$ cat config.mk
export PLATFORM = sky130hd
export DESIGN_NAME = cbu_unit
export DESIGN_NICKNAME = d
export VERILOG_FILES = /design/src/cbu_pkg.sv /design/src/cbu_unit.sv /design/src/cbu_bit_pick.sv
export SDC_FILE = /design/constraint.sdc
export NUM_CORES = 1
export LEC_CHECK = 0
export BUFFER_PORTS_ARGS = -buffer_cell sky130_fd_sc_hd__buf_2
export CORE_MARGIN = 5
export CORE_UTILIZATION = 56
export CTS_CLUSTER_SIZE = 10
export DETAILED_ROUTE_END_ITERATION = 12
export PLACE_DENSITY = 0.82
export SYNTH_ARGS = -nofsm -noshare
export SYNTH_HDL_FRONTEND = slang
export SYNTH_SLANG_ARGS = --single-unit
$ cat constraint.sdc
create_clock -name clk_in -period 3.1 [get_ports clk_in]
set_clock_uncertainty 0.05 [all_clocks]
set_input_delay 0.155 -clock clk_in [delete_from_list [all_inputs] [get_ports clk_in]]
set_output_delay 0.155 -clock clk_in [all_outputs]
set_load 0.005 [all_outputs]
$ cat src/cbu_pkg.sv
// Constants and types shared by the conditional skip and branch unit.
//
// Summary of operation
// - Skip next instruction when tested I/O bit is zero; PC gains 2 or 3.
// - Skip next instruction when tested I/O bit is one; PC gains 2 or 3.
// - Branch on chosen flag set loads PC with PC plus offset plus one.
// - Branch on chosen flag cleared loads PC with PC plus offset plus one.
// - Equal branch tests zero flag set; not-equal branch tests it cleared.
// - Carry-cleared branch tests carry zero; carry-set branch tests carry one.
// - None of these instructions ever changes any status flag.
`default_nettype none
package cbu_pkg;

   // ---------------------------------------------------------------
   // Widths
   // ---------------------------------------------------------------
   localparam int PC_W   = 16;
   localparam int OFS_W  = 7;
   localparam int IO_W   = 8;
   localparam int FLAG_W = 8;
   localparam int SEL_W  = 3;

   // ---------------------------------------------------------------
   // Flag positions and program counter steps
   // ---------------------------------------------------------------
   localparam logic [SEL_W-1:0] FLAG_C_IDX     = 3'h0;
   localparam logic [SEL_W-1:0] FLAG_Z_IDX     = 3'h1;
   localparam logic [PC_W-1:0]  PC_STEP_ONE    = 16'h0001;
   localparam logic [PC_W-1:0]  SKIP_ONE_WORD  = 16'h0002;
   localparam logic [PC_W-1:0]  SKIP_TWO_WORD  = 16'h0003;
   localparam logic [PC_W-1:0]  PC_RESET       = 16'h0000;

   // ---------------------------------------------------------------
   // Cycle costs
   // ---------------------------------------------------------------
   localparam logic [1:0] COST_ONE   = 2'h1;
   localparam logic [1:0] COST_TWO   = 2'h2;
   localparam logic [1:0] COST_THREE = 2'h3;
   localparam logic [1:0] CNT_DEC    = 2'h1;
   localparam logic [1:0] CNT_ZERO   = 2'h0;

   typedef enum logic [2:0] {
      OP_SKIP_ON_IO_BIT_LOW,
      OP_SKIP_ON_IO_BIT_HIGH,
      OP_BRANCH_ON_FLAG_SET,
      OP_BRANCH_ON_FLAG_CLEARED,
      OP_BRANCH_ON_EQUAL,
      OP_BRANCH_ON_NOT_EQUAL,
      OP_BRANCH_ON_CARRY_SET,
      OP_BRANCH_ON_CARRY_CLEARED
   } cbu_op_e;

   typedef enum logic {
      ST_IDLE,
      ST_WAIT
   } cbu_state_e;

endpackage : cbu_pkg
`default_nettype wire

$ cat src/cbu_unit.sv
// Conditional skip and branch execution unit of the processor core.
`timescale 1ns/100ps
`default_nettype none
module cbu_unit (
   input  wire logic                        clk_in,             // Core clock, 100 MHz
   input  wire logic                        sys_rst_in,         // Synchronous reset, high
   input  wire logic                        instr_valid_in,     // Instruction offered
   input  wire logic [2:0]                  op_in,              // Operation code
   input  wire logic [cbu_pkg::PC_W-1:0]    pc_in,              // Address of instruction
   input  wire logic [cbu_pkg::OFS_W-1:0]   offset_in,          // Signed branch offset
   input  wire logic [cbu_pkg::IO_W-1:0]    io_data_in,         // Addressed I/O register
   input  wire logic [cbu_pkg::SEL_W-1:0]   bit_sel_in,         // I/O bit index
   input  wire logic [cbu_pkg::FLAG_W-1:0]  flags_in,           // Processor flag register
   input  wire logic [cbu_pkg::SEL_W-1:0]   flag_sel_in,        // Flag index
   input  wire logic                        next_two_word_in,   // Following instr is 2 words
   output logic [cbu_pkg::PC_W-1:0]         pc_out,             // Next program counter
   output logic                             pc_load_out,        // Load pc_out, one cycle
   output logic                             done_out,           // Instruction finished
   output logic                             busy_out,           // Stall fetch
   output logic                             taken_out,          // Last skip/branch taken
   output logic                             flag_we_out         // Flag write enable
);

   // ---------------------------------------------------------------
   // Condition evaluation
   // ---------------------------------------------------------------
   cbu_pkg::cbu_op_e             op;
   logic [cbu_pkg::SEL_W-1:0]    flag_idx;
   logic                         want;
   logic                         is_skip;
   logic                         io_hit;
   logic                         flag_hit;
   logic                         take;
   logic [1:0]                   cost;
   logic [cbu_pkg::PC_W-1:0]     ofs_ext;
   logic [cbu_pkg::PC_W-1:0]     target;

   always_comb begin
      op      = cbu_pkg::cbu_op_e'(op_in);
      ofs_ext = {{(cbu_pkg::PC_W-cbu_pkg::OFS_W){offset_in[cbu_pkg::OFS_W-1]}}, offset_in};
      is_skip = 1'b0;
      want    = 1'b1;
      flag_idx = flag_sel_in;
      unique case (op)
         cbu_pkg::OP_SKIP_ON_IO_BIT_LOW: begin
            is_skip = 1'b1;
            want    = 1'b0;
         end
         cbu_pkg::OP_SKIP_ON_IO_BIT_HIGH: begin
            is_skip = 1'b1;
         end
         cbu_pkg::OP_BRANCH_ON_FLAG_SET: begin
            want = 1'b1;
         end
         cbu_pkg::OP_BRANCH_ON_FLAG_CLEARED: begin
            want = 1'b0;
         end
         cbu_pkg::OP_BRANCH_ON_EQUAL: begin
            flag_idx = cbu_pkg::FLAG_Z_IDX;
         end
         cbu_pkg::OP_BRANCH_ON_NOT_EQUAL: begin
            flag_idx = cbu_pkg::FLAG_Z_IDX;
            want     = 1'b0;
         end
         cbu_pkg::OP_BRANCH_ON_CARRY_SET: begin
            flag_idx = cbu_pkg::FLAG_C_IDX;
         end
         cbu_pkg::OP_BRANCH_ON_CARRY_CLEARED: begin
            flag_idx = cbu_pkg::FLAG_C_IDX;
            want     = 1'b0;
         end
      endcase
   end

   cbu_bit_pick #(.W(cbu_pkg::IO_W), .SW(cbu_pkg::SEL_W)) u_io_pick (
      .data_in (io_data_in),
      .sel_in  (bit_sel_in),
      .want_in (want),
      .hit_out (io_hit)
   );

   cbu_bit_pick #(.W(cbu_pkg::FLAG_W), .SW(cbu_pkg::SEL_W)) u_flag_pick (
      .data_in (flags_in),
      .sel_in  (flag_idx),
      .want_in (want),
      .hit_out (flag_hit)
   );

   // The skip length depends on the word count of the following instruction,
   // which only fetch knows, so it is supplied alongside the skip itself.
   always_comb begin
      take   = is_skip ? io_hit : flag_hit;
      cost   = cbu_pkg::COST_ONE;
      target = pc_in + cbu_pkg::PC_STEP_ONE;
      if (take && is_skip) begin
         cost   = next_two_word_in ? cbu_pkg::COST_THREE : cbu_pkg::COST_TWO;
         target = pc_in + (next_two_word_in ? cbu_pkg::SKIP_TWO_WORD
                                            : cbu_pkg::SKIP_ONE_WORD);
      end else if (take) begin
         cost   = cbu_pkg::COST_TWO;
         target = pc_in + ofs_ext + cbu_pkg::PC_STEP_ONE;
      end
   end

   // ---------------------------------------------------------------
   // Sequencer
   // ---------------------------------------------------------------
   cbu_pkg::cbu_state_e          state_r, state_nxt;
   logic [1:0]                   remain_r, remain_nxt;
   logic [cbu_pkg::PC_W-1:0]     hold_r, hold_nxt;
   logic [cbu_pkg::PC_W-1:0]     pc_r, pc_nxt;
   logic                         load_r, load_nxt;
   logic                         done_r, done_nxt;
   logic                         busy_r, busy_nxt;
   logic                         taken_r, taken_nxt;
   logic                         flag_we_r, flag_we_nxt;

   always_comb begin
      state_nxt   = state_r;
      remain_nxt  = remain_r;
      hold_nxt    = hold_r;
      pc_nxt      = pc_r;
      load_nxt    = 1'b0;
      done_nxt    = 1'b0;
      busy_nxt    = busy_r;
      taken_nxt   = taken_r;
      flag_we_nxt = 1'b0;
      unique case (state_r)
         cbu_pkg::ST_IDLE: begin
            if (instr_valid_in) begin
               taken_nxt = take;
               if (cost == cbu_pkg::COST_ONE) begin
                  pc_nxt   = target;
                  load_nxt = 1'b1;
                  done_nxt = 1'b1;
               end else begin
                  state_nxt  = cbu_pkg::ST_WAIT;
                  remain_nxt = cost - cbu_pkg::COST_TWO;
                  hold_nxt   = target;
                  busy_nxt   = 1'b1;
               end
            end
         end
         cbu_pkg::ST_WAIT: begin
            if (remain_r == cbu_pkg::CNT_ZERO) begin
               state_nxt = cbu_pkg::ST_IDLE;
               pc_nxt    = hold_r;
               load_nxt  = 1'b1;
               done_nxt  = 1'b1;
               busy_nxt  = 1'b0;
            end else begin
               remain_nxt = remain_r - cbu_pkg::CNT_DEC;
            end
         end
      endcase
   end

   always_ff @(posedge clk_in) begin
      if (sys_rst_in) begin
         state_r   <= cbu_pkg::ST_IDLE;
         remain_r  <= cbu_pkg::CNT_ZERO;
         hold_r    <= cbu_pkg::PC_RESET;
         pc_r      <= cbu_pkg::PC_RESET;
         load_r    <= 1'b0;
         done_r    <= 1'b0;
         busy_r    <= 1'b0;
         taken_r   <= 1'b0;
         flag_we_r <= 1'b0;
      end else begin
         state_r   <= state_nxt;
         remain_r  <= remain_nxt;
         hold_r    <= hold_nxt;
         pc_r      <= pc_nxt;
         load_r    <= load_nxt;
         done_r    <= done_nxt;
         busy_r    <= busy_nxt;
         taken_r   <= taken_nxt;
         flag_we_r <= flag_we_nxt;
      end
   end

   always_comb begin
      pc_out      = pc_r;
      pc_load_out = load_r;
      done_out    = done_r;
      busy_out    = busy_r;
      taken_out   = taken_r;
      flag_we_out = flag_we_r;
   end

   // ---------------------------------------------------------------
   // Assertions
   // ---------------------------------------------------------------
   // Reference values are rebuilt from the raw inputs, not from the pickers,
   // so a slip in the condition logic shows up as a mismatch.
   logic                     acc;
   logic                     io_bit;
   logic [cbu_pkg::PC_W-1:0] ref_br;

   always_comb begin
      acc    = instr_valid_in && !busy_r;
      io_bit = io_data_in[bit_sel_in];
      ref_br = pc_in + {{(cbu_pkg::PC_W-cbu_pkg::OFS_W){offset_in[cbu_pkg::OFS_W-1]}},
                        offset_in} + cbu_pkg::PC_STEP_ONE;
   end
endmodule : cbu_unit
`default_nettype wire

$ cat src/cbu_bit_pick.sv
// Bit selector that reports whether the chosen bit equals the wanted level.
`timescale 1ns/100ps
`default_nettype none
module cbu_bit_pick #(
   parameter int W  = 8,
   parameter int SW = 3
) (
   input  wire logic [W-1:0]  data_in,   // Vector to test
   input  wire logic [SW-1:0] sel_in,    // Bit index
   input  wire logic          want_in,   // Wanted level
   output logic               hit_out    // Chosen bit equals wanted level
);

   always_comb begin
      hit_out = (data_in[sel_in] == want_in);
   end

endmodule : cbu_bit_pick
`default_nettype wire

==> results.json <==
{
  "outcome": "completed",
  "synth-edff-count": 0,
  "ant_nets": 0,
  "wl_per_cell_um": 16.5,
  "crit_required_ps": 3290,
  "rsz0062_at_grt": "no",
  "utilization": 0.663,
  "seq_area_frac_synth": 0.228,
  "total_power_w": 0.00173,
  "path_class": "input pin to flip-flop",
  "hold_depth": 3,
  "slew_headroom": 0.344,
  "start_kind": "input pin",
  "firstDrtPassIters": 7,
  "finalHoldViolCount": 0,
  "fin_crit_ps": 2670,
  "synthesis.nets": 498,
  "hp-class": "input pin to flip-flop",
  "vias": 3479,
  "grt_max_degree": 37,
  "die_h_um": 87.1,
  "drv_cap": 0,
  "drtIter0Drc": 222,
  "ys_types": 72,
  "hold_buffers": 0,
  "fin_nets": 562,
  "pwr-share-clk": 0.301,
  "fin_crit_sh": 0.861,
  "p_seq_frac": 0.331,
  "setup_viol_count_final": 0,
  "peakVddDrop_mv": 0.496,
  "grt-ovfl-total": 0,
  "antenna_found_initial": 0,
  "root_buffer": "clkbuf_8",
  "combPwrFrac": 0.368,
  "setup_ws_ps": 430,
  "drc": 0,
  "cp-end-kind": "flip-flop",
  "synthToLayoutAreaGrowth_pct": 16.4,
  "dpl.hpwl_um": 7250,
  "arrival_ps": 2860,
  "die-area_sq_um": 7590,
  "switching_share": 0.331,
  "vias_per_cell": 6.15,
  "synth-seq-cells": 38,
  "leakagePower_nw": 1.63,
  "wl_um": 9320,
  "yosys_most_used_dff": "dfxtp_1",
  "rr_worst_depth": 5,
  "finalSetupTns_ps": 0,
  "synth_top_cell_by_area": "dfxtp_1",
  "grt_pass1_vias": 3333,
  "pre_cts_ws_ps": 192,
  "ioPinCount": 73,
  "core_sq_um": 5850,
  "r2r_setup_slack_ps": 1290,
  "postSynthCellCount": 426,
  "p_int_w": 0.00116,
  "slew_violations": 0,
  "cts_num_sinks": 38,
  "critPathMaxFanout": 8,
  "postCtsSetupBuffers": 0,
  "fmax_mhz": 375,
  "grt_pass1_wl_um": 15200,
  "start_util": 0.569,
  "synth.top_cells.by_area": "dfxtp_1 (23%), ha_1 (7.1%), nor2_1 (5.5%), nand2_1 (4.3%), a21oi_1 (4.2%)",
  "power.density_nw_per_um2": 447,
  "portBuffers": 71,
  "syn_avg_cell_area_sq_um": 7.82,
  "cts_tree": "done",
  "drive_gt1_frac": 0.212,
  "htreeDepth": 2,
  "cts-buffers-inserted": 5,
  "nFillCells": 521,
  "clk_latency_ps": 290,
  "dieWidth_um": 87.1,
  "switchingPower_w": 0.000575,
  "synth-warning-count": 0,
  "tightest_slew_ps": 980,
  "cts_resized": 0,
  "place_congestion": 0.899,
  "rows": 28,
  "ctsLongestPathBuffers": 2,
  "n_antenna_cell": 0,
  "netlist_area_sq_um": 3330,
  "synthArstFlopShare": 0,
  "grtUsageTotal": 0.248,
  "path_clk_slew_ps": 80,
  "synthDominantCellAreaShare": 0.228
}
cells by family after synthesis:
family | after synthesis | synth area share
AO/OA/AOI/OAI | 129 | 0.278
XOR/XNOR | 28 | 0.0736
adder cells (fa/ha/maj) | 20 | 0.0774
buffers and inverters | 37 | 0.0488
flip-flops | 38 | 0.228
multiplexers | 14 | 0.0680
other | 1 | 0.00113
AND/OR/NAND/NOR | 159 | 0.224
critical path: stages:
cell and delay, ps:
buf_2 160, inv_1 90, ha_1 190, inv_1 60
fa_1 400, a21o_1 230, a221oi_1 410, o21ai_0 210
nand2_1 110, xnor2_1 110, a22oi_1 140, a2111oi_0 440
a31o_1 140
sequential cells by signal (all words and copies together) (netlist names):
register,count
remain_r,2
hold_r,16
taken_out,1
state_r,1
done_out,1
busy_out,1
pc_out,16
routing by layer:
metal  GRT usage  share of wire  routed length [um]
met1       0.310           0.42                3960
met2       0.429           0.49                4550
met3      0.0350          0.061                 569
met4      0.0934          0.026                 242
met5           0              0                   0
Yosys cell counts, types with 12 or more instances:
master,count
a21oi_1,28
dfxtp_1,38
nand3_1,16
xnor2_1,16
clkbuf_1,13
nor2_1,49
nand2_1,38
o21ai_0,15
xor2_1,12
nor3_1,18
a211oi_1,17
ha_1,19
inv_1,15
worst paths after layout:
kind / start / end
worst min-delay path: next_two_word_in / remain_r[0]$_SDFFE_PP0P_
worst min register to register: hold_r[9]$_SDFFE_PP0P_ / hold_r[9]$_SDFFE_PP0P_
worst max register to register: state_r$_SDFF_PP0_ / hold_r[2]$_SDFFE_PP0P_
worst max-delay path: pc_in[0] / pc_out[12]$_SDFFE_PP0P_
per-stage QoR:
step	cells	area [sq um]	hold slack, ps
4_1_cts	566	3880	182
3_3_place_gp	558	3730	392
3_5_place_dp	558	3730	398
6_report	566	3880	189
5_1_grt	566	3880	213
2_1_floorplan	426	3330	301
power by group through the flow:
stage | Combinational, W | Sequential, W | Clock [W]
global route | 0.000708 | 0.000578 | 0.000543
floorplan | 0.000435 | 0.000583 | 0
finish | 0.000639 | 0.000573 | 0.000522
CTS | 0.000635 | 0.000574 | 0.000525
global placement | 0.000616 | 0.000582 | 0
detailed placement | 0.000631 | 0.000584 | 0
area by class of cell:
cell class / instances / area (sq um) / share of cell area
clock buffer: 6 / 82.6 / 0.0213
clock inverter: 2 / 60.1 / 0.0155
inverter: 15 / 56.3 / 0.0145
multi-input combinational: 351 / 2410 / 0.621
sequential: 38 / 761 / 0.196
tap: 75 / 93.8 / 0.0242
timing repair buffer: 79 / 415 / 0.107
layout by cell type, fill, tap and decap left out, types with 6 or more instances in the layout:
| cell type | n |
|---|---|
| inv_1 | 15 |
| a21oi_1 | 28 |
| o221ai_1 | 6 |
| nand3_1 | 16 |
| dfxtp_1 | 38 |
| xnor2_1 | 16 |
| nor2_1 | 49 |
| buf_4 | 8 |
| clkbuf_8 | 6 |
| o211ai_1 | 6 |
| nand2_1 | 38 |
| nand4_1 | 6 |
| a21o_1 | 6 |
| xor2_1 | 12 |
| o21ai_0 | 15 |
| a211oi_1 | 17 |
| nor3_1 | 18 |
| ha_1 | 19 |
| buf_2 | 71 |
(Power assumes the default switching activity.)
